`config.mk`:
```
export PLATFORM = sky130hd
export DESIGN_NAME = stream_to_memory_irq_coalescer
export DESIGN_NICKNAME = d
export VERILOG_FILES = /design/src/rtl/coalesce_pkg.sv /design/src/rtl/delay_tick.sv /design/src/rtl/stream_to_memory_irq_coalescer.sv
export SDC_FILE = /design/constraint.sdc
export NUM_CORES = 1
export LEC_CHECK = 0
export ABC_AREA = 1
export BUFFER_PORTS_ARGS = -buffer_cell sky130_fd_sc_hd__buf_2
export CAP_MARGIN = 10
export CORE_MARGIN = 1.5
export CORE_UTILIZATION = 30
export CTS_BUF_LIST = sky130_fd_sc_hd__clkbuf_4 sky130_fd_sc_hd__clkbuf_8 sky130_fd_sc_hd__clkbuf_16
export CTS_CLUSTER_DIAMETER = 120
export DETAILED_ROUTE_END_ITERATION = 16
export HOLD_SLACK_MARGIN = 0.02
export MAX_ROUTING_LAYER = met4
export SYNTH_ARGS = -nofsm -noshare
export SYNTH_HDL_FRONTEND = slang
export SYNTH_SLANG_ARGS = --single-unit
```
`constraint.sdc`:
```
create_clock -name sys_clk -period 2.61 [get_ports sys_clk]
set_clock_uncertainty 0.05 [all_clocks]
set_input_delay 0 -clock sys_clk [delete_from_list [all_inputs] [get_ports sys_clk]]
set_output_delay 0 -clock sys_clk [all_outputs]
set_load 0.01 [all_outputs]
```
`src/rtl/coalesce_pkg.sv`:
```
package coalesce_pkg;

    // Register word offsets on the plain register port (byte addresses).
    localparam logic [7:0] CTRL_OFFSET   = 8'h00;
    localparam logic [7:0] STATUS_OFFSET = 8'h04;
    localparam logic [7:0] MASK_OFFSET   = 8'h08;
    localparam logic [7:0] COUNT_OFFSET  = 8'h0C;

    // Control word field positions.
    localparam int DLY_EN_BIT   = 13;
    localparam int ERR_EN_BIT   = 14;
    localparam int RSVD_BIT     = 15;
    localparam int THRESH_LSB   = 16;
    localparam int THRESH_MSB   = 23;
    localparam int DELAY_LSB    = 24;
    localparam int DELAY_MSB    = 31;

    // Status and mask share one layout.
    localparam int CMPL_BIT     = 0;
    localparam int DLYIRQ_BIT   = 1;
    localparam int ERRIRQ_BIT   = 2;
    localparam int EVENT_BITS   = 3;

    // Values after reset.
    localparam logic [7:0] THRESH_RESET = 8'h01;
    localparam logic [7:0] DELAY_RESET  = 8'h00;
    localparam logic [2:0] MASK_RESET   = 3'h7;
    localparam logic       DLY_EN_RESET = 1'b0;
    localparam logic       ERR_EN_RESET = 1'b0;

    // Default clock cycles per delay timer unit.
    localparam int TICK_CYCLES_DEFAULT = 1000;

    // Delay timer states.
    typedef enum logic [0:0] {
        TIMER_IDLE,
        TIMER_RUN
    } timer_state_type;

endpackage : coalesce_pkg

```
`src/rtl/delay_tick.sv`:
```
// Prescaler that turns the system clock into delay timer units.
module delay_tick #(
    parameter int TICK_CYCLES = 1000
) (
    // Clock and reset.
    input  wire logic sys_clk,
    input  wire logic nrst,
    // Control.
    input  wire logic run,
    input  wire logic restart,
    // Unit pulse.
    output logic      tick
);

    typedef struct packed {
        logic [31:0] count;
        logic        tick;
    } tick_state_type;

    tick_state_type state;
    tick_state_type next_state;

    // Count up while running; a restart aligns the unit boundary to the event.
    always_comb begin
        next_state = state;
        next_state.tick = 1'b0;
        if (restart || !run) begin
            next_state.count = 32'h0;
        end else if (state.count == 32'(TICK_CYCLES - 1)) begin
            next_state.count = 32'h0;
            next_state.tick  = 1'b1;
        end else begin
            next_state.count = state.count + 32'h1;
        end
    end

    // State register.
    always_ff @(posedge sys_clk or negedge nrst) begin
        if (!nrst) begin
            state <= '0;
        end else begin
            state <= next_state;
        end
    end

    assign tick = state.tick;

endmodule : delay_tick

```
`src/rtl/stream_to_memory_irq_coalescer.sv`:
```
// The address-and-strobe port and the placing of the registers were chosen for this implementation.
module stream_to_memory_irq_coalescer #(
    parameter bit descriptor_mode_select = 1'b1,
    parameter int TICK_CYCLES            = coalesce_pkg::TICK_CYCLES_DEFAULT
) (
    // Clock and reset.
    input  wire logic        sys_clk,
    input  wire logic        nrst,
    // Register port.
    input  wire logic [7:0]  reg_addr,
    input  wire logic [31:0] reg_wdata,
    input  wire logic        reg_write,
    input  wire logic        reg_read,
    output logic      [31:0] reg_rdata,
    // Channel events, one-cycle pulses.
    input  wire logic        completion_event,
    input  wire logic        packet_start,
    input  wire logic        packet_end,
    input  wire logic        error_event,
    // Interrupt to the processor.
    output logic             irq
);

    // All state of the block.
    typedef struct packed {
        logic                                    delay_enable;
        logic                                    error_interrupt_enable;
        logic [7:0]                              threshold;
        logic [7:0]                              delay;
        logic [coalesce_pkg::EVENT_BITS-1:0]     status;
        logic [coalesce_pkg::EVENT_BITS-1:0]     mask;
        logic [7:0]                              count;
        coalesce_pkg::timer_state_type           timer_state;
        logic [7:0]                              timer_units;
        logic [31:0]                             rdata;
        logic                                    irq;
    } coalesce_state_type;

    coalesce_state_type state;
    coalesce_state_type next_state;

    logic tick;
    logic timer_restart;

    // Decode of one register offset against the bus address.
    function automatic logic hit(input logic [7:0] addr, input logic [7:0] offset);
        hit = (addr == offset);
    endfunction : hit

    // Control word as software sees it; the reserved bit always reads zero.
    function automatic logic [31:0] ctrl_word(input coalesce_state_type s);
        logic [31:0] w;
        w = 32'h0000_0000;
        w[coalesce_pkg::DLY_EN_BIT] = s.delay_enable;
        w[coalesce_pkg::ERR_EN_BIT] = s.error_interrupt_enable;
        w[coalesce_pkg::RSVD_BIT]   = 1'b0;
        w[coalesce_pkg::THRESH_MSB:coalesce_pkg::THRESH_LSB] = s.threshold;
        w[coalesce_pkg::DELAY_MSB:coalesce_pkg::DELAY_LSB]   = s.delay;
        return w;
    endfunction : ctrl_word

    // The prescaler only runs while a delay period is being timed.
    assign timer_restart = packet_start || packet_end;

    delay_tick #(
        .TICK_CYCLES (TICK_CYCLES)
    ) u_tick (
        .sys_clk (sys_clk),
        .nrst    (nrst),
        .run     (state.timer_state == coalesce_pkg::TIMER_RUN),
        .restart (timer_restart),
        .tick    (tick)
    );

    // Next-state logic for registers, counter, timer and interrupt.
    always_comb begin
        logic                                threshold_hit;
        logic                                delay_expired;
        logic                                delay_allowed;
        logic                                ctrl_wr;
        logic [7:0]                          new_threshold;
        logic [coalesce_pkg::EVENT_BITS-1:0] set_bits;
        logic [coalesce_pkg::EVENT_BITS-1:0] clear_bits;

        threshold_hit = 1'b0;
        delay_expired = 1'b0;
        delay_allowed = 1'b0;
        ctrl_wr       = reg_write && hit(reg_addr, coalesce_pkg::CTRL_OFFSET);
        new_threshold = reg_wdata[coalesce_pkg::THRESH_MSB:coalesce_pkg::THRESH_LSB];
        set_bits      = '0;
        clear_bits    = '0;
        next_state    = state;

        // Control register write. The reserved bit has no storage at all.
        if (ctrl_wr) begin
            next_state.delay_enable           = reg_wdata[coalesce_pkg::DLY_EN_BIT];
            next_state.error_interrupt_enable = reg_wdata[coalesce_pkg::ERR_EN_BIT];
            next_state.delay = reg_wdata[coalesce_pkg::DELAY_MSB:coalesce_pkg::DELAY_LSB];
            if (new_threshold != 8'h00) begin
                next_state.threshold = new_threshold;
            end
        end

        // Mask register write.
        if (reg_write && hit(reg_addr, coalesce_pkg::MASK_OFFSET)) begin
            next_state.mask = reg_wdata[coalesce_pkg::EVENT_BITS-1:0];
        end

        // Threshold counter. In simple mode every completion interrupts at once,
        // since the threshold field is ignored there.
        if (!descriptor_mode_select) begin
            next_state.count = 8'h01;
            threshold_hit    = completion_event;
        end else if (ctrl_wr && new_threshold != 8'h00) begin
            // A new threshold restarts coalescing so the old count cannot linger.
            next_state.count = new_threshold;
            if (completion_event && new_threshold == 8'h01) begin
                threshold_hit = 1'b1;
            end else if (completion_event) begin
                next_state.count = new_threshold - 8'h01;
            end
        end else if (completion_event) begin
            if (state.count <= 8'h01) begin
                threshold_hit    = 1'b1;
                next_state.count = next_state.threshold;
            end else begin
                next_state.count = state.count - 8'h01;
            end
        end

        // Delay timer. A new packet stops it, the end of a packet starts it
        // afresh, and a timeout returns it to idle until the next packet end.
        unique case (state.timer_state)
            coalesce_pkg::TIMER_IDLE: begin
                next_state.timer_units = 8'h00;
                if (packet_end && !packet_start) begin
                    next_state.timer_state = coalesce_pkg::TIMER_RUN;
                end
            end
            coalesce_pkg::TIMER_RUN: begin
                if (packet_start) begin
                    next_state.timer_state = coalesce_pkg::TIMER_IDLE;
                    next_state.timer_units = 8'h00;
                end else if (packet_end) begin
                    next_state.timer_units = 8'h00;
                end else if (state.delay == 8'h00) begin
                    // A zero period never expires; the timer simply waits.
                    next_state.timer_units = 8'h00;
                end else if (tick) begin
                    if (state.timer_units + 8'h01 >= state.delay) begin
                        delay_expired          = 1'b1;
                        next_state.timer_state = coalesce_pkg::TIMER_IDLE;
                        next_state.timer_units = 8'h00;
                    end else begin
                        next_state.timer_units = state.timer_units + 8'h01;
                    end
                end
            end
        endcase

        // Delay events count only with the enable set and in descriptor mode,
        // where the enable bit is honoured at all.
        delay_allowed = descriptor_mode_select && state.delay_enable;

        // Sticky status: hardware sets, software clears by writing ones.
        set_bits[coalesce_pkg::CMPL_BIT]   = threshold_hit;
        set_bits[coalesce_pkg::DLYIRQ_BIT] = delay_expired && delay_allowed;
        set_bits[coalesce_pkg::ERRIRQ_BIT] = error_event
                                             && state.error_interrupt_enable;
        if (reg_write && hit(reg_addr, coalesce_pkg::STATUS_OFFSET)) begin
            clear_bits = reg_wdata[coalesce_pkg::EVENT_BITS-1:0];
        end
        // Set wins over clear so an event in the clearing cycle is not lost.
        next_state.status = (state.status & ~clear_bits) | set_bits;

        // Level interrupt from the next status and mask, so it changes in the same cycle as they do.
        next_state.irq = |(next_state.status & next_state.mask);

        // Read data stand for exactly one cycle after the read strobe.
        next_state.rdata = 32'h0000_0000;
        if (reg_read) begin
            if (hit(reg_addr, coalesce_pkg::CTRL_OFFSET)) begin
                next_state.rdata = ctrl_word(state);
            end else if (hit(reg_addr, coalesce_pkg::STATUS_OFFSET)) begin
                next_state.rdata = {29'h0, state.status};
            end else if (hit(reg_addr, coalesce_pkg::MASK_OFFSET)) begin
                next_state.rdata = {29'h0, state.mask};
            end else if (hit(reg_addr, coalesce_pkg::COUNT_OFFSET)) begin
                next_state.rdata = {16'h0, state.timer_units, state.count};
            end
        end
    end

    // State register; all control state has a constant value after reset.
    always_ff @(posedge sys_clk or negedge nrst) begin
        if (!nrst) begin
            state.delay_enable           <= coalesce_pkg::DLY_EN_RESET;
            state.error_interrupt_enable <= coalesce_pkg::ERR_EN_RESET;
            state.threshold              <= coalesce_pkg::THRESH_RESET;
            state.delay                  <= coalesce_pkg::DELAY_RESET;
            state.status                 <= '0;
            state.mask                   <= coalesce_pkg::MASK_RESET;
            state.count                  <= coalesce_pkg::THRESH_RESET;
            state.timer_state            <= coalesce_pkg::TIMER_IDLE;
            state.timer_units            <= 8'h00;
            state.rdata                  <= 32'h0000_0000;
            state.irq                    <= 1'b0;
        end else begin
            state <= next_state;
        end
    end

    // Outputs come straight from the state flip-flops.
    assign reg_rdata = state.rdata;
    assign irq       = state.irq;

endmodule : stream_to_memory_irq_coalescer

```
Word level (Yosys, flattened, before mapping). Cells that the tools add are included.

Register bits after elaboration: 107. Input bits: 48. Logic and storage cells: 85.

Add/subtract/negate cells: 4. $lt $le $gt $ge: 2. Eq/ne operators: 6. Multiplexer cells: 38. Bitwise gates (word level): 5. Reduce and logical (&&, ||, !) cells: 17.

Operators by type and width (number): 32-bit 2-to-1 mux (4); 8-bit 2-to-1 mux (9); 16-bit 2-to-1 mux (4); 32-bit by 1-bit adder with 32-bit output, second input constant (1); 32-bit by 10-bit == test with 1-bit output, second input constant (1); 9-bit 2-to-1 mux (2); 9-bit one-hot mux with 2 select lines (1); 8-bit by 4-bit == test with 1-bit output, second input constant (2); 8-bit logical NOT (2); 1-bit 2-to-1 mux (16); 8-bit by 1-bit subtractor with 8-bit output, second input constant (2); 8-bit by 1-bit adder with 8-bit output, second input constant (1); 8-bit by 1-bit == test with 1-bit output, second input constant (1); 8-bit by 3-bit == test with 1-bit output, second input constant (1); 8-bit >= comparator (1); 8-bit by 1-bit <= comparator with 1-bit output, second input constant (1); 1-bit logical AND (8); 8-bit nonzero test (1); 3-bit AND (2); 3-bit 2-to-1 mux (2); 5-bit by 3-bit inequality test with 1-bit output, second input constant (1); 3-bit NOT (1); 3-bit bitwise OR (1); 3-bit OR reduction (1); other kinds (4) (6).

Longest topological paths before layout. Gate-level depths: netlist of run 1.

Depth after elaboration: 12. Depth in mapped cells: 15. Gate-level depth less buffers: 15.

Modules after synthesis. Synthesis of run 1 repeated with hierarchy kept, for this count alone.

Cells, all modules: 835. Area total of the unflattened synthesis: 6125.9 um^2.

By module, submodules not included: stream_to_memory_irq_coalescer (instances 1, cells an instance 526, area an instance 4091.4 um^2, sequential area each 1858.0 um^2); delay_tick (instances 1, cells an instance 309, area an instance 2034.5 um^2, sequential area each 825.8 um^2).

Worst setup path before layout of run 1. OpenSTA, ideal clock, no wires.

Kind: reg-to-reg. Start point: register state[33] (netlist name). End point: register state[33] (netlist name). Library setup time: 0.077 ns. Arrival: 1.968 ns. Required time: 2.483 ns. Setup slack: 0.516 ns. Stages on the path, launching flop included: 15. Period minus slack after synthesis: 2.094 ns. Cell sequence: dfrtp_1 > ha_1 > nand3_1 > nor2_1 > nand2_1 > xor2_1 > inv_1 > ha_1 > nand2_1 > nor2_1 > nor3_1 > nand2_1 > inv_1 > nand2_1 > o21ai_1.

Longest elaborated chain between the ends: 8.

Ends and longest elaborated chain: start, declared (line stream_to_memory_irq_coalescer.sv:39) `coalesce_state_type state;`; start signal, assigned (line stream_to_memory_irq_coalescer.sv:209) `state <= next_state;`; 8-bit by 1-bit adder with 8-bit output (*) (line stream_to_memory_irq_coalescer.sv:150, stream_to_memory_irq_coalescer.sv:155); 8-bit >= comparator (line stream_to_memory_irq_coalescer.sv:150) `if (state.timer_units + 8'h01 >= state.delay) begin`; 8-bit 2-to-1 mux (*) (line stream_to_memory_irq_coalescer.sv:150); 9-bit 2-to-1 mux (*) (line stream_to_memory_irq_coalescer.sv:149) `end else if (tick) begin`; 8-bit 2-to-1 mux (*) (line stream_to_memory_irq_coalescer.sv:146) `end else if (state.delay == 8'h00) begin`; 8-bit 2-to-1 mux (*) (line stream_to_memory_irq_coalescer.sv:144) `end else if (packet_end) begin`; 9-bit 2-to-1 mux (*) (line stream_to_memory_irq_coalescer.sv:141) `if (packet_start) begin`; 9-bit one-hot mux with 2 select lines (*) (line stream_to_memory_irq_coalescer.sv:133) `unique case (state.timer_state)`.

Every way passes the cells marked *; elsewhere a longest branch is shown, timed or not. The select of a mux whose other input is x is not followed. A chain may end at the register's enable or synchronous reset.

==> impl_metrics.sql, run 1 <==
INSERT INTO impl_metrics (metric_group, metric, value, unit) VALUES
('floorplan', 'number_of_core_rows', '51', ''),
('timing', 'worst_hold_check_slack', '31.7', 'ps'),
('routing', 'remaining_drc_errors', '0', ''),
('floorplan', 'initial_core_util', '0.306', ''),
('pwr', 'power_frac_clock', '0.375', ''),
('layout', 'layout-drive-gt1-share', '0.139', ''),
('global_routing', 'grt_pass1_wl', '25300', 'um'),
('routing', 'antenna_violating_nets_post_route', '0', ''),
('setup_path', 'cp_data_required_time', '2800', 'ps'),
('routing', 'vias', '5092', ''),
('cts', 'cts_tree', 'built', ''),
('setup_path', 'critical_path_fanout_max', '6', ''),
('synth', 'ys_dominant_reg_cell', 'sky130_fd_sc_hd__dfrtp_1', ''),
('floorplan', 'core', '0.0195', 'sq mm'),
('timing', 'setup_viol_count_final', '0', ''),
('routing', 'drtPass1Iterations', '5', ''),
('timing', 'setup_repair_after_global_routing_missed_its_margin', 'true', ''),
('global_routing', 'grt_residual_overflow', '0', ''),
('routing', 'initialDrtViolationCount', '347', ''),
('global_routing', 'grt_util_met2', '0.258', ''),
('synth', 'synth_async_sr_flop_share', '1.00', ''),
('placed_design', 'place.detailed.instances', '1076', ''),
('pwr', 'leakagePower', '3.39', 'nW'),
('cts', 'clk_latency', '350', 'ps'),
('synth', 'netlist-cell-type-count', '33', ''),
('timing', 'worst_slew_pin_slew', '756', 'ps'),
('setup_path', 'critical_path.startpoint_type', 'flop', ''),
('cts', 'clkSlewWorstSetupHoldPaths', '70', 'ps'),
('layout', 'area_growth', '17.1', '%'),
('synth', 'ys_ff_latch', '107', ''),
('global_routing', 'global_route.usage.met3', '0.0230', ''),
('layout', 'n_antenna_cell', '0', ''),
('pwr', 'switching_power', '1.05', 'mW'),
('cts', 'htree_levels', '3', ''),
('pwr', 'power_switching_share', '0.276', ''),
('global_routing', 'via_count_of_the_first_global_routing_pass', '4956', ''),
('pwr', 'max-vdd-ir-drop', '0.321', 'mV'),
('setup_path', 'cp_data_arrival_time', '2570', 'ps'),
('global_routing', 'grt_max_degree', '70', ''),
('timing', 'timing_hold_violations_final', '0', ''),
('placed_design', 'hpwl', '11400', 'um'),
('timing', 'pins_over_slew_limit', '0', ''),
('synth', 'synth_nets', '844', ''),
('setup_path', 'critPathKind', 'reg2reg', ''),
('floorplan', 'fp.dieH', '144', 'um'),
('cts', 'clockRootBuffer', 'sky130_fd_sc_hd__clkbuf_16', ''),
('layout', 'final_common_cell', 'sky130_fd_sc_hd__nand2_1', ''),
('timing', 'worst_slew_margin_rel', '0.495', ''),
('timing', 'post-route-min-period', '2380', 'ps'),
('setup_path', 'ff2ff_setup_slack', '230', 'ps'),
('pwr', 'pwr-share-seq', '0.483', ''),
('floorplan', 'floorplan.die.width', '144', 'um'),
('pwr', 'internal_power', '2.75', 'mW'),
('run', 'drv_cap', '0', ''),
('synth', 'mappedNetlistArea', '0.00595', 'sq mm'),
('synth', 'number_of_warnings_reported_in_the_yosys_synthesis_log', '0', ''),
('synth', 'yosysSeqAreaShare', '0.451', ''),
('min_path', 'min-delay-path-class', 'in2reg', ''),
('pwr', 'share_comb_of_total_power', '0.143', ''),
('synth', 'synthCells', '782', ''),
('timing', 'timing.final.crit_share', '0.910', ''),
('layout', 'finalNonFillerCells', '1121', ''),
('cts', 'cts_buffers', '9', ''),
('placed_design', 'post_place_instance_area', '0.00636', 'sq mm'),
('synth', 'avgSynthCellArea', '7.61', 'sq um'),
('layout', 'post-route-cell-area', '0.00697', 'sq mm'),
('outcome', 'outcome', 'complete, no violations', ''),
('routing', 'wire_per_inst', '13.7', 'um'),
('synth', 'synth-edff-count', '0', ''),
('cts', 'numClockSinks', '107', ''),
('global_routing', 'grtUsageTotal', '0.164', '');
routing by layer:
layer,wire length [um],up-vias
li1,-,2546
met1,7030,2417
met2,7390,102
met3,518,27
met4,398,0
met5,0,-
registers in the layout, summed over array words and instances (netlist names):
signal	cells
u_tick.state	32
reg_rdata	32
u_tick.tick	1
irq	1
state	41
cell usage after synthesis, drive strengths merged (8+ instances only):
master,number,area [sq um]
a21oi,9,45.0
dfrtp,102,2550
nand2,196,748
nand3,52,278
o22ai,8,50.1
inv,109,409
nand4,10,62.6
xor2,27,236
ha,14,175
buf,39,284
o21ai,24,120
nor3,43,230
nor2,126,505
per-stage QoR:
| stage | setup WS, ps | TNS (ps) | power (mW) | util |
|---|---|---|---|---|
| after floorplan | 516 | 0 | 2.18 | - |
| after global placement | 244 | 0 | 2.37 | 0.327 |
| after detailed placement | 171 | 0 | 2.38 | 0.327 |
| after CTS | 168 | 0 | 3.84 | 0.358 |
| after global routing | -20.6 | -35.7 | 4.00 | 0.358 |
| final | 235 | 0 | 3.80 | 0.358 |
repair_timing:
item                                    in CTS  in global routing
setup buffers                                0                  0
endpoints found under the setup margin       0                  9
hold buffers                                29                  0
resized for setup                            0                  4
endpoints found under the hold margin       69                  0
kinds of logic (layout without fill, tap and decap cells):
family / after synthesis / count (layout) / share of synthesized area
simple gates: 434 / 434 / 0.315
buf+inv: 153 / 227 / 0.120
flops: 107 / 107 / 0.451
compound gates: 42 / 42 / 0.0383
xor+xnor: 32 / 32 / 0.0471
fa+ha+maj: 14 / 14 / 0.0294
path summary, 6_finish.rpt:
path,end,from,cells after the start
max reg2reg,irq$_DFF_PN0_,state[33]$_DFFE_PN0P_,15
max in group asynchronous,state[50]$_DFF_PN1_,nrst,3
min,state[52]$_DFF_PN1_,reg_write,4
min in group asynchronous,state[57]$_DFFE_PN0P_,nrst,2
max,irq$_DFF_PN0_,state[33]$_DFFE_PN0P_,15
min reg2reg,state[64]$_DFF_PN1_,state[64]$_DFF_PN1_,2
worst max-delay path, cell delays in order, from the launching register on:
cell and delay, ps:
sky130_fd_sc_hd__dfrtp_2 450, sky130_fd_sc_hd__ha_1 230, sky130_fd_sc_hd__nand3_1 130, sky130_fd_sc_hd__nor2_1 60
sky130_fd_sc_hd__nand2_1 70, sky130_fd_sc_hd__xor2_1 190, sky130_fd_sc_hd__inv_1 70, sky130_fd_sc_hd__ha_1 270
sky130_fd_sc_hd__nand2_1 80, sky130_fd_sc_hd__nor2_1 50, sky130_fd_sc_hd__nor3_1 130, sky130_fd_sc_hd__nand2_1 140
sky130_fd_sc_hd__nand3_1 150, sky130_fd_sc_hd__nand2_1 90, sky130_fd_sc_hd__nand2_1 60, sky130_fd_sc_hd__nand2_1 50
layout make-up:
class	count	area (sq um)	area share
sequential	107	2690	0.385
clock buffer	13	262	0.0375
inverter	111	417	0.0598
clock inverter	3	46.3	0.00664
multi-input combinational	522	2560	0.368
tap	265	332	0.0476
timing repair buffer	100	666	0.0955
power by group through the flow:
stage               combinational (mW)  sequential, mW  clock, mW
global placement                 0.513            1.86          0
finish                           0.542            1.83       1.42
CTS                              0.548            1.83       1.47
floorplan                        0.344            1.83          0
global route                     0.623            1.84       1.54
detailed placement               0.517            1.86          0
Note: power is estimated with default switching activity, not from simulation.
==> run 2, diff against run 1 <==
Settings changed: CTS_BUF_LIST sky130_fd_sc_hd__clkbuf_4 sky130_fd_sc_hd__clkbuf_8 sky130_fd_sc_hd__clkbuf_16 to sky130_fd_sc_hd__clkbuf_8, CTS_CLUSTER_DIAMETER 120 to 40.
==> run 2 against run 1 <==
Worst setup slack worse by 2.4 ps; via count up 0.35%; first-iteration DRC count down 3.5%; routed wire length up 0.41%; critical path depth unchanged; sequential cell count unchanged; core utilization down 0.21 points; fmax down 0.10%; sequential power about the same; clock power down 27%; sequential share of layout area up 0.22 points; final area down 0.57%; largest power group unchanged.
==> impl_metrics.sql, run 2 (synthesis gave the netlist of run 1 again) <==
INSERT INTO impl_metrics (metric_group, metric, value, unit) VALUES
('timing', 'timing_hold_violations_final', '0', ''),
('routing', 'wire_per_inst', '13.6', 'um'),
('placed_design', 'port_buffers', '69', ''),
('routing', 'antenna_violating_nets_post_route', '0', ''),
('layout', 'area_growth', '16.4', '%'),
('layout', 'largest_register', 'state', ''),
('floorplan', 'number_of_core_rows', '51', ''),
('routing', 'vias_per_cell', '4.53', ''),
('global_routing', 'via_count_of_the_first_global_routing_pass', '5027', ''),
('layout', 'max_ffs_per_register', '41', ''),
('layout', 'layout-drive-gt1-share', '0.138', ''),
('floorplan', 'design.portCount', '81', ''),
('cts', 'numClockSinks', '107', ''),
('pwr', 'total_power', '3.42', 'mW'),
('setup_path', 'worst-r2r-cell-count', '15', ''),
('layout', 'n_antenna_cell', '0', ''),
('setup_path', 'critical_path.startpoint_type', 'flop', ''),
('routing', 'initialDrtViolationCount', '335', ''),
('cts', 'clk_latency', '390', 'ps'),
('floorplan', 'floorplan.die.width', '144', 'um'),
('global_routing', 'antenna_found_initial', '0', ''),
('routing', 'routed_wl', '15400', 'um'),
('cts', 'cts_buffers', '9', ''),
('cts', 'cts_tree', 'built', ''),
('setup_path', 'critical_path_fanout_max', '4', ''),
('pwr', 'power-per-cell-area', '493', 'mW/mm^2'),
('setup_path', 'cp_data_arrival_time', '2610', 'ps'),
('timing', 'setup_viol_count_final', '0', ''),
('timing', 'fmax', '421', 'MHz'),
('cts', 'htree_levels', '3', ''),
('timing', 'worst_slew_pin_slew', '764', 'ps'),
('global_routing', 'grtUsageTotal', '0.165', ''),
('layout', 'nNetsFinal', '921', ''),
('setup_path', 'timing.critical_path.to_type', 'flop', ''),
('timing', 'setup_repair_after_global_routing_missed_its_margin', 'false', ''),
('outcome', 'outcome', 'complete, no violations', ''),
('routing', 'drtPass1Iterations', '5', ''),
('layout', 'layout.cells.most_common_list', 'sky130_fd_sc_hd__nand2_1, sky130_fd_sc_hd__nor2_1, sky130_fd_sc_hd__inv_1', ''),
('timing', 'worst_slew_margin_rel', '0.490', ''),
('pwr', 'leakagePower', '3.39', 'nW'),
('routing', 'remaining_drc_errors', '0', ''),
('placed_design', 'hpwl', '11400', 'um'),
('layout', 'final_common_cell', 'sky130_fd_sc_hd__nand2_1', ''),
('timing', 'post-route-min-period', '2380', 'ps'),
('cts', 'cts_buffer_depth', '2', ''),
('cts', 'clockRootBuffer', 'sky130_fd_sc_hd__clkbuf_8', ''),
('min_path', 'min-delay-path-class', 'in2reg', ''),
('setup_path', 'critPathKind', 'reg2reg', ''),
('timing', 'timing.final.crit_share', '0.911', ''),
('run', 'drv_cap', '0', ''),
('setup_path', 'cp_data_required_time', '2840', 'ps'),
('floorplan', 'die-area', '0.0207', 'sq mm'),
('placed_design', 'gpl.final_weighted_congestion', '0.886', ''),
('floorplan', 'fp.dieH', '144', 'um'),
('min_path', 'holdPathStages', '7', ''),
('global_routing', 'grt_max_degree', '70', ''),
('global_routing', 'grt_residual_overflow', '0', ''),
('timing', 'final_setup_tns', '0', 'ps'),
('floorplan', 'core', '0.0195', 'sq mm'),
('timing', 'pins_over_slew_limit', '0', ''),
('cts', 'clkSlewWorstSetupHoldPaths', '100', 'ps'),
('global_routing', 'grt_pass1_wl', '25400', 'um'),
('floorplan', 'initial_core_util', '0.306', ''),
('pwr', 'max-vdd-ir-drop', '0.202', 'mV'),
('routing', 'vias', '5110', '');
[run 2: repair_timing]
item | CTS | global route
endpoints found under the hold margin | 81 | 0
buffers inserted | 0 | 3
resized for setup | 0 | 4
setup endpoints to repair | 0 | 9
hold buffers | 34 | 0
[run 2: area by class of cell]
cell class | instances | area (sq um)
clock buffers | 10 | 138
inverters | 111 | 417
well taps | 265 | 332
repair buffers | 108 | 738
multi-input cells | 522 | 2560
flip-flops and latches | 107 | 2690
fillers | 2077 | 12500
clock inverters | 6 | 57.6
[run 2: worst paths after layout]
check                                              to                   from  slack [ps]
worst max-delay path                    irq$_DFF_PN0_  state[33]$_DFFE_PN0P_         230
worst min-delay path            state[49]$_DFFE_PN0P_       completion_event          70
worst max register to register          irq$_DFF_PN0_  state[33]$_DFFE_PN0P_         230
worst min register to register    state[64]$_DFF_PN1_    state[64]$_DFF_PN1_         450
max in group asynchronous         state[52]$_DFF_PN1_                   nrst        1610
min in group asynchronous       state[38]$_DFFE_PN0P_                   nrst         100
[run 2: through the flow]
step	hold WS (ps)	worst slack [ps]	util	std cells	area, sq um
floorplan	-346	516	-	782	5950
global placement	-31.1	244	0.327	1076	6360
detailed placement	-25.9	171	0.327	1076	6360
CTS	28.8	160	0.354	1126	6900
global route	87.3	21.5	0.356	1129	6930
finish	66.7	232	0.356	1129	6930
[run 2: metal layers]
metal	share of wire	global-route usage
met1	0.46	0.209
met2	0.48	0.259
met3	0.035	0.0320
met4	0.028	0.0650
met5	0	-
[run 2: where the power goes]
| group | switching [mW] | total [mW] | internal, mW | leakage, nW |
|---|---|---|---|---|
| Combinational | 0.342 | 0.546 | 0.204 | 1.88 |
| Sequential | 0.0888 | 1.83 | 1.74 | 1.40 |
| Clock | 0.575 | 1.04 | 0.464 | 0.107 |
| Total | 1.01 | 3.42 | 2.41 | 3.39 |
[run 2: worst max-delay path, cell delays in order (launching register included)]
cell and delay, ps:
sky130_fd_sc_hd__dfrtp_2 450, sky130_fd_sc_hd__ha_1 230, sky130_fd_sc_hd__nand3_1 130, sky130_fd_sc_hd__nor2_1 60
sky130_fd_sc_hd__nand2_1 70, sky130_fd_sc_hd__xor2_1 190, sky130_fd_sc_hd__inv_1 70, sky130_fd_sc_hd__ha_1 270
sky130_fd_sc_hd__nand2_1 90, sky130_fd_sc_hd__nor2_1 50, sky130_fd_sc_hd__nor3_1 130, sky130_fd_sc_hd__nand2_1 140
sky130_fd_sc_hd__nand3_1 160, sky130_fd_sc_hd__nand2_1 90, sky130_fd_sc_hd__nand2_1 60, sky130_fd_sc_hd__nand2_1 50
==> run 3, diff against run 2 <==
Settings changed: CAP_MARGIN 10 to 0, REMOVE_ABC_BUFFERS set to 1, SLEW_MARGIN set to 10.
==> run 3 against run 2 <==
First-iteration DRC count down 13%; die area unchanged; final area about the same; fmax is 0.87% lower; sequential power is essentially flat; critical path depth fell by 5; routed wire length shrank 3.4%; sequential cell count did not move; register-to-register slack about the same; sequential share of layout area about the same; largest cell class unchanged.
==> impl_metrics.sql, run 3 (synthesis gave the netlist of run 1 again) <==
INSERT INTO impl_metrics (metric_group, metric, value, unit) VALUES
('outcome', 'outcome', 'complete, no violations', ''),
('timing', 'worst_slew_margin_rel', '0.451', ''),
('cts', 'clkSlewWorstSetupHoldPaths', '110', 'ps'),
('floorplan', 'number_of_core_rows', '51', ''),
('min_path', 'holdPathStages', '7', ''),
('layout', 'layout-drive-gt1-share', '0.140', ''),
('setup_path', 'critical_path.startpoint_type', 'primary input', ''),
('cts', 'clk_latency', '390', 'ps'),
('placed_design', 'port_buffers', '69', ''),
('layout', 'finalNonFillerCells', '1131', ''),
('placed_design', 'hpwl', '11200', 'um'),
('global_routing', 'antenna_found_initial', '0', ''),
('layout', 'post-route-cell-area', '0.00693', 'sq mm'),
('pwr', 'power_switching_share', '0.317', ''),
('placed_design', 'place.detailed.instances', '1078', ''),
('floorplan', 'fp.dieH', '144', 'um'),
('cts', 'cts_buffers', '9', ''),
('min_path', 'min_from', 'completion_event', ''),
('floorplan', 'core', '0.0195', 'sq mm'),
('placed_design', 'gpl.final_weighted_congestion', '0.889', ''),
('setup_path', 'critical_path_fanout_max', '6', ''),
('timing', 'pins_over_slew_limit', '0', ''),
('pwr', 'power_frac_clock', '0.303', ''),
('layout', 'nNetsFinal', '923', ''),
('floorplan', 'initial_core_util', '0.306', ''),
('layout', 'n_antenna_cell', '0', ''),
('setup_path', 'reg_to_reg_startpoint', 'state[33]$_DFFE_PN0P_', ''),
('setup_path', 'critPathKind', 'in2reg', ''),
('setup_path', 'ff2ff_setup_slack', '240', 'ps'),
('timing', 'post-route-min-period', '2400', 'ps'),
('placed_design', 'post_place_instance_area', '0.00637', 'sq mm'),
('layout', 'max_ffs_per_register', '41', ''),
('timing', 'setup_repair_after_global_routing_missed_its_margin', 'false', ''),
('pwr', 'internal_power', '2.32', 'mW'),
('run', 'drv_cap', '0', ''),
('cts', 'cts_buffer_depth', '2', ''),
('layout', 'area_growth', '16.4', '%'),
('global_routing', 'via_count_of_the_first_global_routing_pass', '5013', ''),
('timing', 'worst_slew_pin_slew', '819', 'ps'),
('global_routing', 'grt_pass1_wl', '24700', 'um'),
('layout', 'layout.cells.most_common_list', 'sky130_fd_sc_hd__nand2_1, sky130_fd_sc_hd__nor2_1, sky130_fd_sc_hd__inv_1', ''),
('pwr', 'max-vdd-ir-drop', '0.232', 'mV'),
('global_routing', 'grt_max_degree', '47', ''),
('setup_path', 'cp_data_required_time', '2850', 'ps'),
('routing', 'wire_per_inst', '13.2', 'um'),
('timing', 'setup_viol_count_final', '0', ''),
('routing', 'drtPass1Iterations', '4', ''),
('min_path', 'min-delay-path-class', 'in2reg', ''),
('routing', 'antenna_violating_nets_post_route', '0', ''),
('setup_path', 'timing.critical_path.to_type', 'flop', ''),
('min_path', 'hold_end', 'state[49]$_DFFE_PN0P_', ''),
('global_routing', 'grtUsageTotal', '0.159', ''),
('timing', 'final_setup_tns', '0', 'ps'),
('layout', 'largest_register', 'state', ''),
('pwr', 'leakagePower', '3.38', 'nW'),
('pwr', 'pwr-share-seq', '0.538', ''),
('cts', 'htree_levels', '3', ''),
('timing', 'timing_hold_violations_final', '0', ''),
('setup_path', 'worst_r2r_endpoint', 'state[36]$_DFFE_PN0P_', ''),
('layout', 'final_common_cell', 'sky130_fd_sc_hd__nand2_1', ''),
('routing', 'initialDrtViolationCount', '290', ''),
('routing', 'routed_wl', '14900', 'um'),
('routing', 'vias_per_cell', '4.43', ''),
('routing', 'remaining_drc_errors', '0', ''),
('pwr', 'power-per-cell-area', '490', 'mW/mm^2'),
('global_routing', 'grt_residual_overflow', '0', ''),
('timing', 'timing.final.crit_share', '0.919', ''),
('setup_path', 'worst-r2r-cell-count', '14', ''),
('setup_path', 'cp_data_arrival_time', '2640', 'ps'),
('floorplan', 'floorplan.die.width', '144', 'um'),
('floorplan', 'design.portCount', '81', ''),
('pwr', 'switching_power', '1.08', 'mW'),
('floorplan', 'die-area', '0.0207', 'sq mm'),
('routing', 'vias', '5013', ''),
('pwr', 'share_comb_of_total_power', '0.160', ''),
('cts', 'cts_tree', 'built', ''),
('cts', 'clockRootBuffer', 'sky130_fd_sc_hd__clkbuf_8', ''),
('timing', 'fmax', '417', 'MHz'),
('cts', 'numClockSinks', '107', '');
[run 3: power groups by stage]
stage          clock [mW]  sequential [mW]  combinational, mW
6_report             1.03             1.83              0.542
5_1_grt              1.14             1.84              0.641
4_1_cts              1.08             1.83              0.547
3_5_place_dp            0             1.86              0.505
3_3_place_gp            0             1.85              0.500
2_1_floorplan           0             1.83              0.338
[run 3: repair_timing]
item / in CTS / in global routing
endpoints found under the setup margin: 0 / 6
setup buffers: 0 / 2
hold endpoints to repair: 88 / 0
hold buffers: 35 / 0
resized for setup: 0 / 2
[run 3: cell type report]
cell class,instances,area [sq um]
sequential,107,2690
clock buffer,9,124
fill,2085,12500
clock inverter,7,70.1
multi-input combinational,522,2560
inverter,111,417
tap,265,332
timing repair buffer,110,743
[run 3: how the worst max path moves through the flow]
stage,startpoint,to,slack (ps),cells past startpoint
floorplan,state[33]$_DFFE_PN0P_,state[33]$_DFFE_PN0P_,520,14
global placement,state[33]$_DFFE_PN0P_,state[33]$_DFFE_PN0P_,240,13
detailed placement,state[33]$_DFFE_PN0P_,state[36]$_DFFE_PN0P_,180,13
CTS,state[33]$_DFFE_PN0P_,state[36]$_DFFE_PN0P_,150,13
global route,state[34]$_DFFE_PN0P_,state[33]$_DFFE_PN0P_,7,14
finish,reg_addr[0],state[55]$_DFF_PN0_,210,10
[run 3: critical path: stages]
cell and delay, ps:
sky130_fd_sc_hd__dlygate4sd3_1 540, sky130_fd_sc_hd__buf_2 120, sky130_fd_sc_hd__nor2_2 150, sky130_fd_sc_hd__dlygate4sd3_1 590, sky130_fd_sc_hd__nand2_1 70, sky130_fd_sc_hd__nor2_1 320, sky130_fd_sc_hd__nand3_1 130, sky130_fd_sc_hd__nand2_1 110
sky130_fd_sc_hd__nand2_1 50, sky130_fd_sc_hd__dlygate4sd3_1 540
[run 3: layer usage]
metal,GRT usage,routed length (um)
met1,0.196,6980
met2,0.263,7130
met3,0.0297,473
met4,0.0510,297
met5,-,0
[run 3: per-stage QoR]
stage	power (mW)	setup slack [ps]	util	hold WS (ps)
finish	3.40	211	0.356	67.3
detailed placement	2.36	181	0.327	12.3
global route	3.62	7.07	0.356	93.3
floorplan	2.17	516	-	-346
CTS	3.45	151	0.355	31.6
global placement	2.35	236	0.327	11.7
